<file path="src/rtl/irq_tree_pkg.sv">
// Shared constants for the interrupt aggregation tree
package irq_tree_pkg;
   // Widths
   localparam int SRC_W     = 8;
   localparam int NUM_BANKS = 9;
   localparam int GLOBAL_W  = 7;
   localparam int ADDR_W    = 8;
   localparam int DATA_W    = 32;
   localparam int SEL_W     = 4;
   localparam int CTRL_W    = 2;

   // Bank numbers of the latched status banks
   localparam int BANK_TXQ   = 0;
   localparam int BANK_TXPP  = 1;
   localparam int BANK_RXPP  = 2;
   localparam int BANK_DECAP = 3;
   localparam int BANK_ETHQ  = 4;
   localparam int BANK_BERT  = 5;
   localparam int BANK_LSYNC = 6;
   localparam int BANK_DDLY  = 7;
   localparam int BANK_OOF   = 8;

   // Register offsets (byte addresses)
   localparam logic [ADDR_W-1:0] OFS_BANK_BASE   = 8'h00;
   localparam logic [ADDR_W-1:0] OFS_BANK_STRIDE = 8'h08;
   localparam logic [ADDR_W-1:0] OFS_EN_DELTA    = 8'h04;
   localparam logic [ADDR_W-1:0] OFS_GSTAT       = 8'h48;
   localparam logic [ADDR_W-1:0] OFS_GEN         = 8'h4c;
   localparam logic [ADDR_W-1:0] OFS_CTRL        = 8'h50;

   // Global status / enable bit positions
   localparam int GBIT_LI    = 0;
   localparam int GBIT_ETH   = 1;
   localparam int GBIT_BERT  = 2;
   localparam int GBIT_TRQ   = 3;
   localparam int GBIT_LSYNC = 4;
   localparam int GBIT_DDLY  = 5;
   localparam int GBIT_OOF   = 6;

   // Control register fields
   localparam int CTRL_DRIVE_BIT = 0;
   localparam int CTRL_SRST_BIT  = 1;

   // Reset values
   localparam logic [SRC_W-1:0]    RST_ENABLE = 8'h00;
   localparam logic [GLOBAL_W-1:0] RST_GEN    = 7'h00;
   localparam logic [CTRL_W-1:0]   RST_CTRL   = 2'h0;
endpackage : irq_tree_pkg

</file>
<file path="src/rtl/status_bank.sv">
// One latched status register with its enable register
`timescale 1ns/1ps
`default_nettype none
module status_bank #(
   parameter int W           = 8,
   parameter bit EN_REVERSED = 1'b0
) (
   // Clock and global reset
   input  wire logic         clk_i,
   input  wire logic         rst_i,
   // Source conditions
   input  wire logic [W-1:0] event_i,
   // Bus side effects
   input  wire logic [W-1:0] w1c_i,
   input  wire logic         rd_clr_i,
   input  wire logic         en_we_i,
   input  wire logic [W-1:0] en_wdata_i,
   // State
   output logic      [W-1:0] status_o,
   output logic      [W-1:0] enable_o,
   output logic              pending_o
);
   logic [W-1:0] next_status;
   logic [W-1:0] en_eff;

   if (W < 1 || W > 8) begin : g_bad_width
      $error("status_bank: width must be 1 to 8");
   end

   // Events win over any clear in the same cycle
   assign next_status = event_i
                      | (status_o & ~w1c_i & ~{W{rd_clr_i}});

   for (genvar i = 0; i < W; i++) begin : g_map
      assign en_eff[i] = EN_REVERSED ? enable_o[W-1-i] : enable_o[i];
   end

   assign pending_o = |(status_o & en_eff);

   always_ff @(posedge clk_i) begin
      if (rst_i) begin
         status_o <= '0;
         enable_o <= '0;
      end else begin
         status_o <= next_status;
         if (en_we_i) begin
            enable_o <= en_wdata_i;
         end
      end
   end
endmodule : status_bank
`default_nettype wire

</file>
<file path="src/rtl/irq_pin_stage.sv">
// Interrupt pin driver with selectable inactive drive
`timescale 1ns/1ps
`default_nettype none
module irq_pin_stage (
   // Clock and reset
   input  wire logic clk_i,
   input  wire logic rst_i,
   // Request and drive style
   input  wire logic req_i,
   input  wire logic drive_sel_i,
   // Open-drain style pin, active low
   output logic      irq_n_o,
   output logic      irq_oe_o
);
   always_ff @(posedge clk_i) begin
      if (rst_i) begin
         irq_n_o  <= 1'b1;
         irq_oe_o <= 1'b0;
      end else begin
         irq_n_o  <= ~req_i;
         irq_oe_o <= req_i | drive_sel_i;
      end
   end
endmodule : irq_pin_stage
`default_nettype wire

</file>
<file path="src/rtl/irq_aggregation_tree.sv">
// Multi-level interrupt aggregation with a Wishbone register slave
// Notes on behaviour
// - Writing one clears latched bit; zero keeps
// - Status propagates only when its enable set
// - Cleared enable still lets status latch
// - Enabled latched bits feed global status
// - Global status bits are real-time, not latched
// - Config bit selects released or driven inactive
// - No interrupt during any reset
// - Zero global enable blocks whole group
// - Reading latched register clears all bits
// - Pin deasserts once all latched cleared
// - Nine first-level source registers exposed
// - Ethernet queue enable uses reversed bits
// - Global registers optional; polling also works
`timescale 1ns/1ps
`default_nettype none
module irq_aggregation_tree #(
   parameter int W = irq_tree_pkg::SRC_W
) (
   // Clock and reset
   input  wire logic                             clk_i,
   input  wire logic                             rst_i,
   // Wishbone slave
   input  wire logic                             wb_cyc_i,
   input  wire logic                             wb_stb_i,
   input  wire logic                             wb_we_i,
   input  wire logic [irq_tree_pkg::ADDR_W-1:0]  wb_adr_i,
   input  wire logic [irq_tree_pkg::SEL_W-1:0]   wb_sel_i,
   input  wire logic [irq_tree_pkg::DATA_W-1:0]  wb_dat_i,
   output logic      [irq_tree_pkg::DATA_W-1:0]  wb_dat_o,
   output logic                                  wb_ack_o,
   // Source condition pulses or levels
   input  wire logic [W-1:0]                     tx_queue_event_i,
   input  wire logic [W-1:0]                     tx_pp_event_i,
   input  wire logic [W-1:0]                     rx_pp_event_i,
   input  wire logic [W-1:0]                     decap_event_i,
   input  wire logic [W-1:0]                     eth_queue_event_i,
   input  wire logic [W-1:0]                     bert_event_i,
   input  wire logic [W-1:0]                     link_sync_event_i,
   input  wire logic [W-1:0]                     diff_delay_event_i,
   input  wire logic [W-1:0]                     out_of_frame_event_i,
   // Interrupt pin, active low
   output logic                                  irq_n_o,
   output logic                                  irq_oe_o
);
   import irq_tree_pkg::*;

   if (W < 1 || W > 8) begin : g_bad_width
      $error("irq_aggregation_tree: W must be 1 to 8");
   end

   // Bank arrays
   logic [W-1:0]           event_arr  [NUM_BANKS];
   logic [W-1:0]           status_arr [NUM_BANKS];
   logic [W-1:0]           enable_arr [NUM_BANKS];
   logic [NUM_BANKS-1:0]   pend;
   logic [NUM_BANKS-1:0]   stat_hit;
   logic [NUM_BANKS-1:0]   en_hit;

   // Own registers
   logic [GLOBAL_W-1:0]    gen;
   logic                   drive_sel;
   logic                   soft_rst;

   // Bus decode; a pending ack masks the held strobe, so each request
   // is taken once
   wire                    acc      = wb_cyc_i & wb_stb_i & ~wb_ack_o;
   wire                    wr       = acc & wb_we_i & wb_sel_i[0];
   wire                    rd       = acc & ~wb_we_i;
   wire [ADDR_W-1:0]       bank_ofs = wb_adr_i - OFS_BANK_BASE;
   wire [ADDR_W-1:0]       bank_idx = bank_ofs / OFS_BANK_STRIDE;
   wire [ADDR_W-1:0]       in_bank  = bank_ofs % OFS_BANK_STRIDE;
   wire                    is_stat  = (in_bank == 8'h00);
   wire                    is_en    = (in_bank == OFS_EN_DELTA);
   wire                    bank_ok  = (bank_idx < 8'(NUM_BANKS));
   wire                    hit_gstat = (wb_adr_i == OFS_GSTAT);
   wire                    hit_gen   = (wb_adr_i == OFS_GEN);
   wire                    hit_ctrl  = (wb_adr_i == OFS_CTRL);
   wire [W-1:0]            wdat      = wb_dat_i[W-1:0];

   // Global reset: pin reset or software reset bit
   wire                    grst = rst_i | soft_rst;

   assign event_arr[BANK_TXQ]   = tx_queue_event_i;
   assign event_arr[BANK_TXPP]  = tx_pp_event_i;
   assign event_arr[BANK_RXPP]  = rx_pp_event_i;
   assign event_arr[BANK_DECAP] = decap_event_i;
   assign event_arr[BANK_ETHQ]  = eth_queue_event_i;
   assign event_arr[BANK_BERT]  = bert_event_i;
   assign event_arr[BANK_LSYNC] = link_sync_event_i;
   assign event_arr[BANK_DDLY]  = diff_delay_event_i;
   assign event_arr[BANK_OOF]   = out_of_frame_event_i;

   for (genvar b = 0; b < NUM_BANKS; b++) begin : g_bank
      wire sel_b = bank_ok && (bank_idx == 8'(b));
      assign stat_hit[b] = sel_b & is_stat;
      assign en_hit[b]   = sel_b & is_en;

      // Latching, clearing and enable gating per bank
      status_bank #(
         .W           (W),
         .EN_REVERSED (b == BANK_ETHQ)
      ) u_bank (
         .clk_i      (clk_i),
         .rst_i      (grst),
         .event_i    (event_arr[b]),
         .w1c_i      ((wr & stat_hit[b]) ? wdat : '0),
         .rd_clr_i   (rd & stat_hit[b]),
         .en_we_i    (wr & en_hit[b]),
         .en_wdata_i (wdat),
         .status_o   (status_arr[b]),
         .enable_o   (enable_arr[b]),
         .pending_o  (pend[b])
      );
   end

   // Real-time global status, no storage of its own
   logic [GLOBAL_W-1:0] gstat;
   assign gstat[GBIT_LI]    = pend[BANK_TXQ] | pend[BANK_TXPP]
                            | pend[BANK_RXPP] | pend[BANK_DECAP];
   assign gstat[GBIT_ETH]   = pend[BANK_ETHQ];
   assign gstat[GBIT_BERT]  = pend[BANK_BERT];
   assign gstat[GBIT_TRQ]   = pend[BANK_TXPP] | pend[BANK_RXPP];
   assign gstat[GBIT_LSYNC] = pend[BANK_LSYNC];
   assign gstat[GBIT_DDLY]  = pend[BANK_DDLY];
   assign gstat[GBIT_OOF]   = pend[BANK_OOF];

   // Group gates, then one request; held off in reset
   wire irq_req = ~grst & |(gstat & gen);

   // Read data selection
   // An index past the last bank is masked by bank_ok below
   wire [W-1:0] bank_rd = is_en ? enable_arr[bank_idx[3:0]]
                                : status_arr[bank_idx[3:0]];
   wire [DATA_W-1:0] rd_word =
        (bank_ok && (is_stat || is_en)) ? DATA_W'(bank_rd) :
        hit_gstat ? DATA_W'(gstat) :
        hit_gen   ? DATA_W'(gen) :
        hit_ctrl  ? DATA_W'({soft_rst, drive_sel}) :
        '0;

   // Bus answer: one cycle after the request, unmapped reads zero
   always_ff @(posedge clk_i) begin
      if (rst_i) begin
         wb_ack_o <= 1'b0;
         wb_dat_o <= '0;
      end else begin
         wb_ack_o <= acc;
         wb_dat_o <= rd ? rd_word : '0;
      end
   end

   // Soft reset bit survives its own reset; only the pin or a control write clears it
   always_ff @(posedge clk_i) begin
      if (rst_i) begin
         soft_rst <= RST_CTRL[CTRL_SRST_BIT];
      end else if (wr && hit_ctrl) begin
         soft_rst <= wb_dat_i[CTRL_SRST_BIT];
      end
   end

   always_ff @(posedge clk_i) begin
      if (grst) begin
         gen       <= RST_GEN;
         drive_sel <= RST_CTRL[CTRL_DRIVE_BIT];
      end else begin
         if (wr && hit_gen) begin
            gen <= wb_dat_i[GLOBAL_W-1:0];
         end
         if (wr && hit_ctrl) begin
            drive_sel <= wb_dat_i[CTRL_DRIVE_BIT];
         end
      end
   end

   irq_pin_stage u_pin (
      .clk_i       (clk_i),
      .rst_i       (grst),
      .req_i       (irq_req),
      .drive_sel_i (drive_sel),
      .irq_n_o     (irq_n_o),
      .irq_oe_o    (irq_oe_o)
   );
endmodule : irq_aggregation_tree
`default_nettype wire

</file>
<file path="config.mk">
export PLATFORM = sky130hd
export DESIGN_NAME = irq_aggregation_tree
export DESIGN_NICKNAME = d
export VERILOG_FILES = /design/src/rtl/irq_tree_pkg.sv /design/src/rtl/status_bank.sv /design/src/rtl/irq_pin_stage.sv /design/src/rtl/irq_aggregation_tree.sv
export SDC_FILE = /design/constraint.sdc
export NUM_CORES = 1
export LEC_CHECK = 0
export BUFFER_PORTS_ARGS = -buffer_cell sky130_fd_sc_hd__buf_2
export CAP_MARGIN = 20
export CORE_MARGIN = 4
export CORE_UTILIZATION = 40
export CTS_BUF_LIST = sky130_fd_sc_hd__clkbuf_16
export CTS_CLUSTER_SIZE = 12
export DETAILED_ROUTE_END_ITERATION = 10
export SYNTH_ARGS = -nofsm -noshare
export SYNTH_HDL_FRONTEND = slang
export SYNTH_SLANG_ARGS = --single-unit
</file>
<file path="constraint.sdc">
create_clock -name clk_i -period 1.9 [get_ports clk_i]
set_clock_uncertainty 0.05 [all_clocks]
set_input_delay 0.095 -clock clk_i [delete_from_list [all_inputs] [get_ports clk_i]]
set_output_delay 0.095 -clock clk_i [all_outputs]
set_load 0.02 [all_outputs]
</file>
==> reports/qor.yml, run 1 <==
vias: 7960
path_buf_inv: 0
synth_area_leader_cell: "dfxtp_1"
syn2layout_area_growth_pct: 36.0
drive_gt1_share_pct: 26.8
grt-ovfl-total: 0
clock-sinks: 164
combinationalPowerShare_pct: 11.8
synth_top_area_share_pct: 42.1
min_period_ns: 2.03
path_clk_slew_ns: 0.07
async_flop_share_pct: 0
synthFlopType: "dfxtp_1"
dp_cells: 1289
cp_max_fo: 2
finalSetupViolations: 1
globalplace.congestion: 0.935
cp.arrival_ns: 2.30
viasPerCell: 5.69
clk_root_buffer_cell: "clkbuf_16"
num-nets-final: 1247
htree_levels: 4
first_iter_violations: 960
wl_per_cell_um: 21.1
cp-end-kind: "flip-flop"
clock_latency_ns: 0.43
p_sw_mw: 2.11
grt_usage_pct: 26.7
slew_viol_final: 0
fin_cells: 1400
cp_num_cells: 6
syn_area_um2: 7800
dieWidth_um: 148
synth_seq_area_share_pct: 42.1
path_class: "flip-flop to flip-flop"
hold_class: "primary input to flip-flop"
path_cells: "a22o_1 > a221oi_2 > and4_4 > nand4_1 > a221o_1 > o31a_1"
p_leak_nw: 4.35
rsz0062_at_grt: "yes"
max_slew_margin_pct: 52.9
worst_slack_ns: -0.125
slowest_delay_ns: 0.38
drc: 0
clkPwrFrac_pct: 41.8
tritoncts: "yes"
place_ws_ns: -0.220
max_clock_freq_mhz: 494
tightest_slew_ns: 0.707
fillers: 1744
port_buffers: 104
violations: "negative setup slack"
cts_made_buffers: 17
synth_seq_cells: 164
finalCritPeriodShare_pct: 107
grt_pass1_vias: 7476
start_util_pct: 41.1
seq_power_share_pct: 46.4
start_kind: "flip-flop"
wl_um: 29500
yosysUniqueCellTypes: 41
core-area_um2: 19000
outcome: "finished with violations"
ant_nets: 0
synth.area.top_cells: "dfxtp_1, mux4_2, nand2_1, nor2_1, a31oi_1"
die_height_um: 148
yosysWarnings: 0
required_ns: 2.17
grt_antenna_before_repair: 0
critPathTopFamily: "compound AO/OA/AOI/OAI gates"
maxCapViolations: 0
r2r_cells: 6
cts_buffer_depth: 2
synth-edff-count: 0
grt_pass1_wl_um: 44600
post-dp-hpwl_um: 20400
dr.pass1.iters: 5
grt_max_degree: 46
io_pins: 156
synth.avg_cell_area_um2: 8.83
num_rows: 50
internal_power_mw: 5.80
powerDensity_nw_per_um2: 745
ir_worst_vdd_v: 0.000602
whs_path_depth: 3
hold_viol: 0
syn-instance-count: 883
cpMaxStageDelayCell: "a221o_1"
switching_share_pct: 26.6
die_area_um2: 21800
[flip-flops by register name, indices dropped and copies added (netlist names)]
signal	flops
g_bank.u_bank.enable_o	72
g_bank.u_bank.status_o	72
wb_dat_o	8
gen	7
drive_sel	1
soft_rst	1
u_pin.irq_n_o	1
u_pin.irq_oe_o	1
wb_ack_o	1
[cell usage after synthesis, types with 2 or more instances]
cell        n
nor2_1    122
o22ai_1     5
o21ai_0     5
or3_1       4
a221o_1    15
buf_4      29
nand2b_1    2
o21a_1      2
mux2i_1    41
nand3_1    51
buf_2      14
nand4_1     6
and2_1      4
a22oi_1    26
o221ai_1    3
clkbuf_1   43
dfxtp_1   164
a21oi_1    52
buf_1       3
a22o_1     10
a31oi_1    72
a221oi_1    9
mux4_2     32
o31a_1      2
nor3_1      8
nor2_2      5
nor3b_2     2
nand2_1   130
nor2b_1     4
o21ai_1     2
nand3b_1    6
[stage by stage]
| stage | instance area (um^2) | total power [mW] | hold WS, ns | util [%] | TNS, ns |
|---|---|---|---|---|---|
| after global placement | 9170 | 4.52 | 0.250 | 48.4 | -1.81 |
| after global routing | 10600 | 8.14 | 0.0751 | 55.9 | -0.341 |
| after floorplan | 7900 | 4.16 | 0.110 | - | 0 |
| after CTS | 10500 | 7.91 | 0.00714 | 55.5 | -0.121 |
| final | 10600 | 7.91 | 0.0533 | 55.9 | -0.125 |
| after detailed placement | 9170 | 4.52 | 0.256 | 48.4 | -2.79 |
[worst reg2reg max path, cell delays in order, from the launching register on]
cell      delay (ns)
dfxtp_1         0.31
a22o_1          0.24
a221oi_2        0.21
and4_4          0.29
nand4_1         0.20
a221o_1         0.39
o31a_1          0.23
[cell usage in the layout (no fill, tap or decap), types with 32 or more instances in the layout]
cell,count
a21oi_1,52
buf_4,105
nor2_1,122
mux4_2,32
nand2_1,129
dlygate4sd3_1,73
nand3_1,47
a31oi_1,72
dfxtp_1,162
buf_2,104
mux2i_1,41
[final timing paths]
check,start,end,slack [ns]
hold reg to reg,g_bank[3].u_bank.enable_o[7],g_bank[3].u_bank.enable_o[7],0.42
hold / removal,wb_we_i,wb_dat_o[6],0.05
setup / recovery,g_bank[2].u_bank.status_o[2],u_pin.irq_oe_o,-0.13
setup reg to reg,g_bank[2].u_bank.status_o[2],u_pin.irq_oe_o,-0.13
[cell families after synthesis]
logic type,synth area share [%]
AOI/OAI and AO/OA,17.3
buffers and inverters,5.95
DFF,42.1
muxes,14.5
other,0.0481
and+or+nand+nor,20.1
[layout make-up]
class	instances	area [um^2]	area share [%]
tap	260	325	3.07
clock inverter	15	135	1.27
multi-input combinational	652	4230	39.9
inverter	1	3.75	0.0354
clock buffer	17	425	4.01
antenna	1	2.50	0.0236
timing repair buffer	290	2200	20.7
sequential	164	3290	31.0
[timing repair]
item / CTS / global route
setup buffers: 3 / 1
gates resized for setup: 7 / 11
pin swaps: 5 / 13
endpoints found under the setup margin: 13 / 74
hold buffers: 73 / 0
cloned: 0 / 1
endpoints found under the hold margin: 76 / 0
[routing by layer]
layer / share of wire (%) / GRT usage, % / wire (um)
met2: 43 / 39.0 / 12700
met1: 45 / 39.8 / 13100
met5: 0 / 0 / 0
met4: 2.2 / 8.06 / 638
met3: 10 / 5.18 / 2990
[power by group through the flow]
stage | sequential (mW) | clock, mW | combinational, mW
detailed placement | 3.74 | 0 | 0.789
CTS | 3.66 | 3.34 | 0.906
floorplan | 3.68 | 0 | 0.473
global route | 3.67 | 3.47 | 0.997
global placement | 3.74 | 0 | 0.786
finish | 3.67 | 3.30 | 0.934
Note: power is estimated with default switching activity, not from simulation.
==> run 2, diff against run 1 <==
--- a/config.mk
+++ b/config.mk
@@ -7,11 +7,11 @@
 export LEC_CHECK = 0
 export BUFFER_PORTS_ARGS = -buffer_cell sky130_fd_sc_hd__buf_2
 export CAP_MARGIN = 20
-export CORE_MARGIN = 4
 export CORE_UTILIZATION = 40
 export CTS_BUF_LIST = sky130_fd_sc_hd__clkbuf_16
 export CTS_CLUSTER_SIZE = 12
 export DETAILED_ROUTE_END_ITERATION = 10
+export SLEW_MARGIN = 20
 export SYNTH_ARGS = -nofsm -noshare
 export SYNTH_HDL_FRONTEND = slang
 export SYNTH_SLANG_ARGS = --single-unit
==> run 2 against run 1 <==
The run still ends with negative setup slack left. Hold slack got worse by 0.0020 ns. Clock power is 6.1% higher. Largest power group unchanged. Final cell count fell by 0.21%. Global-route usage is 3.2 points higher. Register-to-register slack better by 0.03 ns. Critical endpoint unchanged. Maximum frequency grew 1.5%. Setup slack gained 0.029 ns. Via count grew 0.77%. Routed wire length down 0.32%. Die area fell by 8.0%.
==> reports/qor.yml, run 2 (synthesis gave the netlist of run 1 again) <==
outcome: "finished with violations"
violations: "negative setup slack"
cpMaxStageDelayCell: "a221o_1"
port_buffers: 104
io_pins: 156
num_rows: 50
slew_viol_final: 0
grt_pass1_vias: 7472
clock-sinks: 164
power_mw: 8.13
clk_root_buffer_cell: "clkbuf_16"
tightest_slew_ns: 0.718
wl_per_cell_um: 21.0
cp_max_fo: 2
critPathTopFamily: "compound AO/OA/AOI/OAI gates"
finalSetupViolations: 1
path_clk_slew_ns: 0.07
grt_pass1_wl_um: 44400
dieWidth_um: 142
grt_max_degree: 50
first_iter_violations: 1032
path_class: "flip-flop to flip-flop"
dp_cells: 1292
ir_worst_vdd_v: 0.000608
cp-end-kind: "flip-flop"
viasPerCell: 5.74
hold_class: "primary input to flip-flop"
slowest_delay_ns: 0.38
num-nets-final: 1246
fillers: 1724
worst_slack_ns: -0.0960
tritoncts: "yes"
cts_buffer_depth: 2
dr.pass1.iters: 7
die_height_um: 142
powerDensity_nw_per_um2: 764
drive_gt1_share_pct: 27.8
core-area_um2: 18900
start_kind: "flip-flop"
vias: 8021
cts_made_buffers: 17
globalplace.congestion: 0.924
r2r_slack_ns: -0.1
largestRegisters: "g_bank.u_bank.enable_o x72, g_bank.u_bank.status_o x72, wb_dat_o x8"
min_period_ns: 2.00
fin_cells: 1397
hold_viol: 0
drc: 0
final_common_cell: "dfxtp_1"
post-dp-hpwl_um: 20400
required_ns: 2.17
post-route-util_pct: 56.3
htree_levels: 4
maxCapViolations: 0
grt_usage_pct: 29.9
final.setup.tns_ns: -0.0960
max_slew_margin_pct: 52.1
wl_um: 29400
cp.arrival_ns: 2.27
syn2layout_area_growth_pct: 36.4
die_area_um2: 20100
rsz0062_at_grt: "yes"
path_buf_inv: 0
grt-ovfl-total: 0
p_leak_nw: 4.35
finalCritPeriodShare_pct: 105
final_cell_mix: "dfxtp_1, nand2_1, nor2_1"
clock_latency_ns: 0.43
max_clock_freq_mhz: 501
path_cells: "a22o_1 > a221oi_2 > and4_4 > nand4_1 > a221o_1 > o31a_1"
start_util_pct: 41.3
ant_nets: 0
grt_antenna_before_repair: 1
run 2: cell types whose count changed in the layout (fill, tap and decap cells not counted), moves of 3 or more:
cell	change
buf_4	-4
buf_6	+4
clkinv_2	+3
nand2_1	-5
nand2_2	+5
run 2: area by class of cell:
cell class                      instances  area (um^2)  area share [%]
Antenna cell                            1         2.50          0.0235
Clock buffer                           17          425            4.00
Clock inverter                         13          161            1.52
Inverter                                1         3.75          0.0353
Multi-Input combinational cell        652         4250            39.9
Sequential cell                       164         3290            30.9
Tap cell                              260          325            3.06
Timing Repair Buffer                  289         2190            20.5
run 2: where the power goes:
part           internal (mW)  total, mW  switching, mW
sequential              3.55       3.67          0.124
clock                   2.05       3.50           1.45
combinational          0.448      0.949          0.501
total                   6.05       8.13           2.08
run 2: worst register-to-register path: stages, from the launching register on:
cell and delay, ns:
dfxtp_1 0.31, a22o_1 0.23, a221oi_2 0.20, and4_4 0.29, nand4_1 0.18, a221o_1 0.38
o31a_1 0.24
run 2: layer usage:
| layer | vias to the layer above | track usage, % | part of all wire, % |
|---|---|---|---|
| met5 | - | 0 | 0 |
| met4 | 0 | 10.4 | 2.8 |
| met3 | 54 | 4.42 | 9.6 |
| met2 | 465 | 45.3 | 44 |
| met1 | 3849 | 43.2 | 44 |
| li1 | 3653 | - | - |
run 2: stage by stage:
stage | setup WS, ns | hold WS (ns) | instance area (um^2)
6_report | -0.0960 | 0.0512 | 10600
5_1_grt | -0.166 | 0.0870 | 10600
4_1_cts | -0.112 | 0.0204 | 10600
3_5_place_dp | -0.218 | 0.256 | 9190
3_3_place_gp | -0.193 | 0.247 | 9190
2_1_floorplan | 0.0121 | 0.110 | 7900
run 2: what timing repair did:
item | 4_1_cts | 5_1_grt
buffers inserted | 1 | 0
setup endpoints to repair | 11 | 119
hold buffers | 73 | 0
resized for setup | 6 | 24
hold endpoints to repair | 76 | 0
pin swaps | 5 | 34
run 2: path summary, 6_finish.rpt:
kind / startpoint / to / cells after the start
min: wb_cyc_i / wb_ack_o / 4
min reg2reg: gen[6] / gen[6] / 2
max reg2reg: g_bank[1].u_bank.status_o[3] / u_pin.irq_oe_o / 6
max: g_bank[1].u_bank.status_o[3] / u_pin.irq_oe_o / 6
